[config.mk]
export PLATFORM = sky130hd
export DESIGN_NAME = wake_status_core
export DESIGN_NICKNAME = d
export VERILOG_FILES = /design/src/hw/wake_status_pkg.sv /design/src/hw/wake_status_core.sv
export SDC_FILE = /design/constraint.sdc
export NUM_CORES = 1
export LEC_CHECK = 0
export BUFFER_PORTS_ARGS = -buffer_cell sky130_fd_sc_hd__buf_2
export CORE_MARGIN = 5
export CORE_UTILIZATION = 38
export DETAILED_ROUTE_END_ITERATION = 8
export GPL_TIMING_DRIVEN = 1
export PLACE_DENSITY = 0.74
export SYNTH_ARGS = -nofsm -noshare
export SYNTH_HDL_FRONTEND = slang
export SYNTH_SLANG_ARGS = --single-unit
[constraint.sdc]
create_clock -name I_CLK -period 1.6 [get_ports I_CLK]
set_clock_uncertainty 0.05 [all_clocks]
set_input_delay 0.32 -clock I_CLK [delete_from_list [all_inputs] [get_ports I_CLK]]
set_output_delay 0.32 -clock I_CLK [all_outputs]
set_load 0.05 [all_outputs]
[src/hw/wake_status_pkg.sv]
// package: commands, field positions and state types for wake status and timer-2 gating
package wake_status_pkg;
    // command codes on the sequencer's instruction strobe
    typedef enum logic [3:0] {
        CMD_NONE          = 4'h0,
        CMD_SET_T2_OPT    = 4'h1,
        CMD_CLR_T2_OPT    = 4'h2,
        CMD_SET_FLAG      = 4'h3,
        CMD_CLR_FLAG      = 4'h4,
        CMD_CLEAR_REQ     = 4'h5,
        CMD_SET_WAKE_EN   = 4'h6,
        CMD_PORT_CHG_EN   = 4'h7,
        CMD_WRITE_STATUS1 = 4'h8,
        CMD_LOAD_TIMER2   = 4'h9,
        CMD_HALT          = 4'ha
    } cmd_t;

    typedef struct packed {
        cmd_t       cmd;
        logic [7:0] operand;
        logic [3:0] data;
    } cmd_bus_t;

    // wake source index into request / enable vectors
    localparam int SRC_T1     = 0;
    localparam int SRC_PIN    = 1;
    localparam int SRC_PREDIV = 2;
    localparam int SRC_T2     = 3;
    localparam int SRC_KEY    = 4;
    localparam int SRC_CONV   = 5;
    localparam int NUM_SRC    = 6;

    localparam logic [7:0] OPT_RELOAD    = 8'h01;
    localparam logic [7:0] OPT_GATE_HOLD = 8'h02;
    localparam logic [7:0] FLAG_CARRY    = 8'h01;
    localparam logic [7:0] FLAG_BACKUP   = 8'h02;

    // field positions in the status nibbles
    localparam int ST1_CARRY = 3;
    localparam int ST1_ZERO  = 2;
    localparam int ST2_PORTD = 3;
    localparam int ST2_GROUP = 2;
    localparam int ST2_PORTC = 1;
    localparam int ST2_BACK  = 0;
    localparam int ST3_PDIV  = 3;
    localparam int ST3_PH15  = 2;
    localparam int ST3_T1    = 1;
    localparam int ST3_PIN   = 0;
    localparam int STX_CONV  = 3;
    localparam int STX_T2    = 2;
    localparam int STX_KEY   = 1;

    localparam logic [5:0] T2_RELOAD_VALUE = 6'h3f;

    typedef enum logic [1:0] {
        CPU_RUN  = 2'b00,
        CPU_HALT = 2'b01
    } cpu_state_t;

    typedef struct packed {
        cpu_state_t           cpu_state;
        logic                 carry;
        logic                 backup;
        logic                 reload_en;
        logic                 gate_hold;
        logic                 gate;
        logic                 portc_en;
        logic                 portd_en;
        logic                 portc_flag;
        logic                 portd_flag;
        logic [NUM_SRC-1:0]   req;
        logic [NUM_SRC-1:0]   wen;
        logic [3:0]           key_prev;
        logic [3:0]           st1;
        logic [3:0]           st2;
        logic [3:0]           st3;
        logic [3:0]           stx;
        logic                 t2_reload;
        logic [NUM_SRC-1:0]   wake_flags;
    } state_t;
endpackage : wake_status_pkg

[src/hw/wake_status_core.sv]
// wake-cause flags, status nibbles, halt control and timer-2 converter gate
//
// Function
// - option set/clear 1 toggles timer-2 re-load
// - re-load restarts timer-2 from all ones
// - timer-2 load sets gate, underflow clears
// - gate-hold keeps gate across underflow
// - hold cleared, final underflow drops gate
// - carry flag bit 3, readable and writable
// - zero flag bit 2 follows accumulator
// - status1 readable and writable from memory
// - status2 layout: portd, group, portc, backup
// - port-c wake sets flag, enable clears
// - port-d wake sets flag, enable clears
// - grouped flag is live OR of all sources but key
// - halt refused while any start flag set
// - backup flag set/cleared by flag commands
// - interrupt pin wake request and flag
// - first timer underflow wake request and flag
// - pre-divider overflow wake request and flag
// - status3 layout: prediv, stage15, t1, pin
// - status3 and extension show wake cause
// - second timer underflow sets its flag
`timescale 1ns/1ps
`default_nettype none
module wake_status_core
    import wake_status_pkg::*;
(
    input  wire logic                        I_CLK,
    input  wire logic                        I_RESETN,
    input  wire wake_status_pkg::cmd_bus_t   i_cmd,
    input  wire logic                        i_carry_valid,
    input  wire logic                        i_carry_in,
    input  wire logic [3:0]                  i_acc,
    input  wire logic                        i_portc_change,
    input  wire logic                        i_portd_change,
    input  wire logic                        i_pin_change,
    input  wire logic                        i_t1_underflow,
    input  wire logic                        i_t2_underflow,
    input  wire logic                        i_prediv_overflow,
    input  wire logic                        i_prediv_stage15,
    input  wire logic                        i_conv_finish,
    input  wire logic [3:0]                  i_key_input_lines,
    input  wire logic                        i_led_mode,
    output logic                             o_halted,
    output logic                             o_conv_count_gate,
    output logic                             o_t2_reload,
    output logic [3:0]                       o_status1,
    output logic [3:0]                       o_status2,
    output logic [3:0]                       o_status3,
    output logic [3:0]                       o_status_ext
);
    import wake_status_pkg::*;

    state_t s_reg;
    state_t s_next;

    // a key counts when any line sits at the active level for the display mode
    function automatic logic key_active(input logic [3:0] k, input logic led);
        key_active = led ? (|k) : ~(&k);
    endfunction : key_active

    function automatic logic opt_is(input cmd_bus_t c, input cmd_t op, input logic [7:0] v);
        opt_is = (c.cmd == op) && (c.operand == v);
    endfunction : opt_is

    logic [NUM_SRC-1:0] event_in;
    logic [NUM_SRC-1:0] flags;
    logic               grouped;
    logic               key_now;
    logic               key_was;

    always_comb begin
        key_now = key_active(i_key_input_lines, i_led_mode);
        key_was = key_active(s_reg.key_prev, i_led_mode);
        event_in = '0;
        event_in[SRC_T1]     = i_t1_underflow;
        event_in[SRC_PIN]    = i_pin_change;
        event_in[SRC_PREDIV] = i_prediv_overflow;
        event_in[SRC_T2]     = i_t2_underflow;
        event_in[SRC_KEY]    = key_now & ~key_was;
        event_in[SRC_CONV]   = i_conv_finish;

        s_next = s_reg;
        s_next.key_prev = i_key_input_lines;

        // a request cleared in the same cycle as a new event stays set
        for (int i = 0; i < NUM_SRC; i++) begin
            if (i_cmd.cmd == CMD_CLEAR_REQ && i_cmd.operand[i]) begin
                s_next.req[i] = 1'b0;
            end
            if (event_in[i]) begin
                s_next.req[i] = 1'b1;
            end
        end
        if (i_cmd.cmd == CMD_SET_WAKE_EN) begin
            s_next.wen = i_cmd.operand[NUM_SRC-1:0];
        end

        if (opt_is(i_cmd, CMD_SET_T2_OPT, OPT_RELOAD)) begin
            s_next.reload_en = 1'b1;
        end
        if (opt_is(i_cmd, CMD_CLR_T2_OPT, OPT_RELOAD)) begin
            s_next.reload_en = 1'b0;
        end
        if (opt_is(i_cmd, CMD_SET_T2_OPT, OPT_GATE_HOLD)) begin
            s_next.gate_hold = 1'b1;
        end
        if (opt_is(i_cmd, CMD_CLR_T2_OPT, OPT_GATE_HOLD)) begin
            s_next.gate_hold = 1'b0;
        end
        // a combined operand 3h sets both options in one command
        if (i_cmd.cmd == CMD_SET_T2_OPT && i_cmd.operand == (OPT_RELOAD | OPT_GATE_HOLD)) begin
            s_next.reload_en = 1'b1;
            s_next.gate_hold = 1'b1;
        end

        if (i_t2_underflow && !s_reg.gate_hold) begin
            s_next.gate = 1'b0;
        end
        if (i_cmd.cmd == CMD_LOAD_TIMER2) begin
            s_next.gate = 1'b1;
        end
        // this pulse is high the cycle after an underflow seen with re-load on; o_t2_reload carries reload_en, not this pulse
        s_next.t2_reload = i_t2_underflow & s_reg.reload_en;

        if (opt_is(i_cmd, CMD_SET_FLAG, FLAG_CARRY)) begin
            s_next.carry = 1'b1;
        end
        if (opt_is(i_cmd, CMD_CLR_FLAG, FLAG_CARRY)) begin
            s_next.carry = 1'b0;
        end
        if (i_carry_valid) begin
            s_next.carry = i_carry_in;
        end
        if (i_cmd.cmd == CMD_WRITE_STATUS1) begin
            s_next.carry = i_cmd.data[ST1_CARRY];
        end
        if (opt_is(i_cmd, CMD_SET_FLAG, FLAG_BACKUP)) begin
            s_next.backup = 1'b1;
        end
        if (opt_is(i_cmd, CMD_CLR_FLAG, FLAG_BACKUP)) begin
            s_next.backup = 1'b0;
        end

        if (i_cmd.cmd == CMD_PORT_CHG_EN) begin
            s_next.portc_en   = i_cmd.operand[1];
            s_next.portd_en   = i_cmd.operand[0];
            s_next.portc_flag = 1'b0;
            s_next.portd_flag = 1'b0;
        end
        if (s_reg.cpu_state == CPU_HALT && s_reg.portc_en && i_portc_change) begin
            s_next.portc_flag = 1'b1;
        end
        if (s_reg.cpu_state == CPU_HALT && s_reg.portd_en && i_portd_change) begin
            s_next.portd_flag = 1'b1;
        end

        // flags follow request and enable, so clearing either drops them
        flags = s_next.req & s_next.wen;
        s_next.wake_flags = flags;
        grouped = |(flags & ~(NUM_SRC'(1) << SRC_KEY));

        case (s_reg.cpu_state)
            CPU_RUN: begin
                // halt is ignored while any start flag stands
                if (i_cmd.cmd == CMD_HALT && !(|flags) && !s_next.portc_flag && !s_next.portd_flag) begin
                    s_next.cpu_state = CPU_HALT;
                end
            end
            CPU_HALT: begin
                if (|flags || s_next.portc_flag || s_next.portd_flag) begin
                    s_next.cpu_state = CPU_RUN;
                end
            end
            default: begin
                s_next.cpu_state = CPU_RUN;
            end
        endcase

        s_next.st1 = '0;
        s_next.st1[ST1_CARRY] = s_next.carry;
        s_next.st1[ST1_ZERO]  = (i_acc == 4'h0);
        s_next.st2 = '0;
        s_next.st2[ST2_PORTD] = s_next.portd_flag;
        s_next.st2[ST2_GROUP] = grouped | flags[SRC_CONV];
        s_next.st2[ST2_PORTC] = s_next.portc_flag;
        s_next.st2[ST2_BACK]  = s_next.backup;
        s_next.st3 = '0;
        s_next.st3[ST3_PDIV] = flags[SRC_PREDIV];
        s_next.st3[ST3_PH15] = i_prediv_stage15;
        s_next.st3[ST3_T1]   = flags[SRC_T1];
        s_next.st3[ST3_PIN]  = flags[SRC_PIN];
        s_next.stx = '0;
        s_next.stx[STX_CONV] = flags[SRC_CONV];
        s_next.stx[STX_T2]   = flags[SRC_T2];
        s_next.stx[STX_KEY]  = flags[SRC_KEY];
    end

    always_ff @(posedge I_CLK or negedge I_RESETN) begin
        if (!I_RESETN) begin
            s_reg <= '0;
        end else begin
            s_reg <= s_next;
        end
    end

    // halt is the only state with bit 0 set, so no decode sits after the flop
    assign o_halted          = s_reg.cpu_state[0];
    assign o_conv_count_gate = s_reg.gate;
    assign o_t2_reload       = s_reg.reload_en;
    assign o_status1         = s_reg.st1;
    assign o_status2         = s_reg.st2;
    assign o_status3         = s_reg.st3;
    assign o_status_ext      = s_reg.stx;
endmodule : wake_status_core
`default_nettype wire

# == Word-level counts from Yosys, hierarchy flattened ==
# Cells that the tools add are included.
# word_totals
in_bits,37
elab_cells,114
ff_bits,40
out_inout_bits,19
# op_classes
n_reduce_logical,41
bitwise_logic,6
muxes,34
n_eq_ne,16
# op_table
cell,n
1-bit 2-to-1 mux,28
1-bit logical AND,23
4-bit by 3-bit equality test with 1-bit output (second input constant),4
8-bit by 2-bit equality test with 1-bit output (second input constant),2
4-bit equality test (second input constant),3
4-bit by 2-bit equality test with 1-bit output (second input constant),2
8-bit by 1-bit equality test with 1-bit output (second input constant),1
2-bit 2-to-1 mux,4
4-bit AND reduction,2
4-bit OR reduction,2
6-bit bitwise AND,1
6-bit 2-to-1 mux,1
3-bit nonzero test,2
6-bit OR reduction,1
5-bit OR reduction,1
4-bit by 1-bit equality test with 1-bit output (second input constant),1
1-bit zero test,4
4-bit zero test,1
2-bit one-hot mux with 2 select lines,1
1-bit NOT,3
2-bit by 1-bit equality test with 1-bit output (second input constant),1
2-bit zero test,1
1-bit logical OR,2
2-bit by 1-bit inequality test with 1-bit output (second input constant),1
5 further kinds,5

# == Depth between registers and ports, before layout ==
# depth
depth_word,14
depth_mapped,6
mapped_depth_nobuf,5

# == Worst setup path after synthesis ==
# Ideal clock, no wire load.
# synth_timing
path_type,in2reg
startpoint,input port i_cmd[15] (netlist bit)
endpoint,"register s_reg, in the netlist o_halted"
path_buffers,1
setup_slack_ps,-395
stages,6
t_arrival_ps,1850
required_time_ps,1455
setup_time_ps,95
path_cell_list,and4bb_1 > buf_6 > mux2_4 > a21boi_4 > or4_4 > nor4b_2
# synth_rtl
item,line,rtl
start: declaration,wake_status_core.sv:31,"input wire wake_status_pkg::cmd_bus_t i_cmd,"
end signal: assignment,wake_status_core.sv:204,s_reg <= s_next;
end: declaration,wake_status_core.sv:55,state_t s_reg;

# == Final worst setup path ==
# layout_timing
startpoint,input port i_cmd[15] (netlist bit)
endpoint,"register s_reg, in the netlist o_halted"
# layout_via
elab_chain_len,12
word_cells_on_any_way,39
cone_classes,6 x eq/ne; 16 x mux; 1 x bitwise; 16 x reduce/logical
# layout_rtl
item,line,rtl
4-bit by 3-bit equality test with 1-bit output,wake_status_core.sv:89,if (i_cmd.cmd == CMD_CLEAR_REQ && i_cmd.operand[i]) begin
1-bit logical AND,wake_status_core.sv:89,
1-bit 2-to-1 mux,wake_status_core.sv:89,
1-bit 2-to-1 mux,wake_status_core.sv:92,if (event_in[i]) begin
6-bit bitwise AND *,wake_status_core.sv:160,flags = s_next.req & s_next.wen;
via flags[2],wake_status_core.sv:68,logic [NUM_SRC-1:0] flags;
6-bit OR reduction *,"wake_status_core.sv:167, wake_status_core.sv:172",
1-bit zero test,wake_status_core.sv:167,if (i_cmd.cmd == CMD_HALT && !(|flags) && !s_next.portc_flag && !s_next.portd_flag) begin
1-bit logical AND (3 in series),wake_status_core.sv:167,
2-bit inequality test (no line),-,
2-bit AND reduction (no line) *,-,
# Mark *: on every way through the listed nets, which the timed path passes. The rest lies on a longest branch.
# A chain may end at the register's enable or synchronous reset.

==> impl_metrics.env <==
export IMPL_outcome="finished with violations"
export IMPL_violations="negative setup slack"
export IMPL_rows=23
export IMPL_yosys_top_cells_area="dfrtp_1 (54%), buf_4 (7.4%), mux2i_1 (2.5%)"
export IMPL_synth_common_cells="dfrtp_1 (35), buf_4 (16), inv_1 (10), nor2_1 (9), a21oi_1 (6)"
export IMPL_clk_latency_ns=0.29
export IMPL_wl_mm=3.74
export IMPL_synth_top_area_frac=0.541
export IMPL_critPathKind="input pin to register"
export IMPL_cts_sinks=35
export IMPL_rsz0062_at_grt="true"
export IMPL_fin_util=0.555
export IMPL_via_per_inst=4.77
export IMPL_yosysMostFrequentCell="dfrtp_1"
export IMPL_hp_start="i_prediv_stage15"
export IMPL_timing_rr_start="s_reg[29]$_DFF_PN0_"
export IMPL_slowest_stage="or4_4"
export IMPL_drc_errors=0
export IMPL_synth_area_leader_cell="dfrtp_1"
export IMPL_hold_class="input pin to register"
export IMPL_clkPwrFrac=0.266
export IMPL_ant_nets=0
export IMPL_grt_usage=0.145
export IMPL_crit_start="i_cmd[15]"
export IMPL_yosysSeqAreaShare=0.541
export IMPL_p_comb_frac=0.293
export IMPL_hold_ws_ns=0.0814
export IMPL_cts_root_buf="clkbuf_8"
export IMPL_p_leak_nw=1.09
export IMPL_largest_reg_flops=20
export IMPL_n_antenna_cell=0
export IMPL_synth_edff_count=0
export IMPL_syn_avg_cell_area_um2=11.3
export IMPL_finalHoldViolations=0
export IMPL_setup_viol=3
export IMPL_worst_setup_path_start_kind="input pin"
export IMPL_dp_cells=253
export IMPL_cp_arrival_ns=2.04
export IMPL_ys_ff_latch=35
export IMPL_numCtsBuffers=5
export IMPL_post_place_ws_ns=-0.641
export IMPL_crit_fanout=5
export IMPL_cts_clk_slew_worst_paths_ns=0.07
export IMPL_grt_pass1_vias=1349
export IMPL_power_density_nw_per_um2=1040
export IMPL_maxCapViolCount=0
export IMPL_core_um2=4060
export IMPL_async_flop_share=1.00
export IMPL_setup_ws_ns=-0.294
export IMPL_ir_drop_mv=0.666
export IMPL_pwr_share_seq=0.441
export IMPL_cts_tree="done"
export IMPL_intPower_mw=1.60
export IMPL_dp_hpwl_mm=2.75
export IMPL_synth_cell_types=44
export IMPL_max_stage_delay_ns=0.55
export IMPL_p_sw_frac=0.317
export IMPL_end_kind="register"
export IMPL_gp_congestion=0.771
export IMPL_die_area_um2=5670
export IMPL_clk_path_buf_depth=2
export IMPL_n_fill_cell=343
export IMPL_yosys_warnings=0
export IMPL_crit_buf_inv=1
export IMPL_crit_required_ns=1.75
export IMPL_synth_cells=144
export IMPL_portBuffers=49
export IMPL_synthFlopType="dfrtp_1"
export IMPL_dieWidth_um=75.3
export IMPL_io_pins=56
export IMPL_drt_iter0_markers=53
export IMPL_tns_ns=-0.559
export IMPL_drive_gt1_frac=0.502
export IMPL_syn_cell_area_um2=1620
export IMPL_overflow=0
export IMPL_final_cells=271
export IMPL_dr_total_vias=1293
export IMPL_fin_crit_sh=1.18
export IMPL_p_sw_mw=0.740
export IMPL_chipHeight_um=75.3
export IMPL_final_max_slew_viol_count=0
export IMPL_antenna_found_initial=0
export IMPL_initial_core_util=0.399
export IMPL_nets=257
export IMPL_crit_chain="buf_6 > and4bb_4 > mux2i_2 > o21ba_4 > or4_4 > nor4b_4"
export IMPL_wl_per_cell_um=13.8
export IMPL_max_freq_mhz=528
export IMPL_area_growth_pct=39.0
export IMPL_grt_max_degree=20
export IMPL_period_needed_ns=1.89
export IMPL_dr_pass1_iters=4
export IMPL_grt_pass1_wl_mm=6.14
export IMPL_critical_path_top_delay_family="simple AND/OR/NAND/NOR gates"
export IMPL_htree_levels=2
## path summary, 6_finish.rpt
check | end | slack, ns | cells after the start
worst max-delay path | o_halted$_DFFE_PN0P_ | -0.29 | 6
worst min-delay path | o_status3[2]$_DFF_PN0_ | 0.08 | 1
worst max register to register | o_halted$_DFFE_PN0P_ | -0.06 | 4
worst min register to register | s_reg[31]$_DFF_PN0_ | 0.45 | 1
max in group asynchronous | o_status_ext[1]$_DFF_PN0_ | 0.63 | 3
min in group asynchronous | o_status3[2]$_DFF_PN0_ | 0.44 | 2
## power by group through the flow
stage          Combinational [mW]  Clock [mW]  Sequential (mW)
4_1_cts                     0.646       0.636             1.03
6_report                    0.684       0.622             1.03
3_5_place_dp                0.575           0             1.04
5_1_grt                     0.729       0.679             1.05
3_3_place_gp                0.563           0             1.04
2_1_floorplan               0.416           0             1.04
## timing repair
item / in CTS / in global routing
resized for setup: 7 / 9
setup endpoints to repair: 2 / 5
hold buffers: 1 / 0
pin swaps: 4 / 10
setup buffers: 7 / 2
hold endpoints to repair: 16 / 0
## placed cells by master, fill, tap and decap left out, types with 3 or more instances in the layout
cell type and instances:
a31oi_1 3, clkbuf_8 5, o22ai_1 3, nand4_1 4
conb_1 3, buf_6 3, inv_1 10, nor3_1 3
nor2_1 9, nand2b_1 4, nand2_1 4, dfrtp_1 35
buf_2 46, a21oi_1 5, buf_4 35
## layer usage
metal / track usage / wire length [um] / up-vias
li1: - / - / 641
met1: 0.186 / 1610 / 604
met2: 0.237 / 1810 / 45
met3: 0.0488 / 280 / 3
met4: 0.0350 / 36 / 0
met5: 0 / 0 / -
## worst register-to-register path, cell delays in order (launching register included)
cell and delay, ns:
dfrtp_1 0.38, mux2i_2 0.19, o21ba_4 0.19, or4_4 0.56, nor4b_4 0.21
## through the flow
step / cell area (um^2) / power (mW)
global placement: 2020 / 1.60
global route: 2250 / 2.45
finish: 2250 / 2.34
floorplan: 1640 / 1.45
CTS: 2190 / 2.31
detailed placement: 2020 / 1.62
## final cells by class
type / count / area [um^2] / area share
Clock inverter: 2 / 12.5 / 0.00556
Multi-Input combinational cell: 82 / 634 / 0.282
Timing Repair Buffer: 86 / 557 / 0.247
Tap cell: 50 / 62.6 / 0.0278
Sequential cell: 35 / 876 / 0.389
Inverter: 10 / 37.5 / 0.0167
Clock buffer: 6 / 72.6 / 0.0322
## cells by family after synthesis
| family | after synthesis | share of synthesized area |
|---|---|---|
| AND/OR/NAND/NOR | 45 | 0.176 |
| flip-flops | 35 | 0.541 |
| buffers and inverters | 29 | 0.110 |
| AO/OA/AOI/OAI | 27 | 0.124 |
| multiplexers | 7 | 0.0479 |
| other | 1 | 0.00231 |
Note: power is estimated with default switching activity, not from simulation.
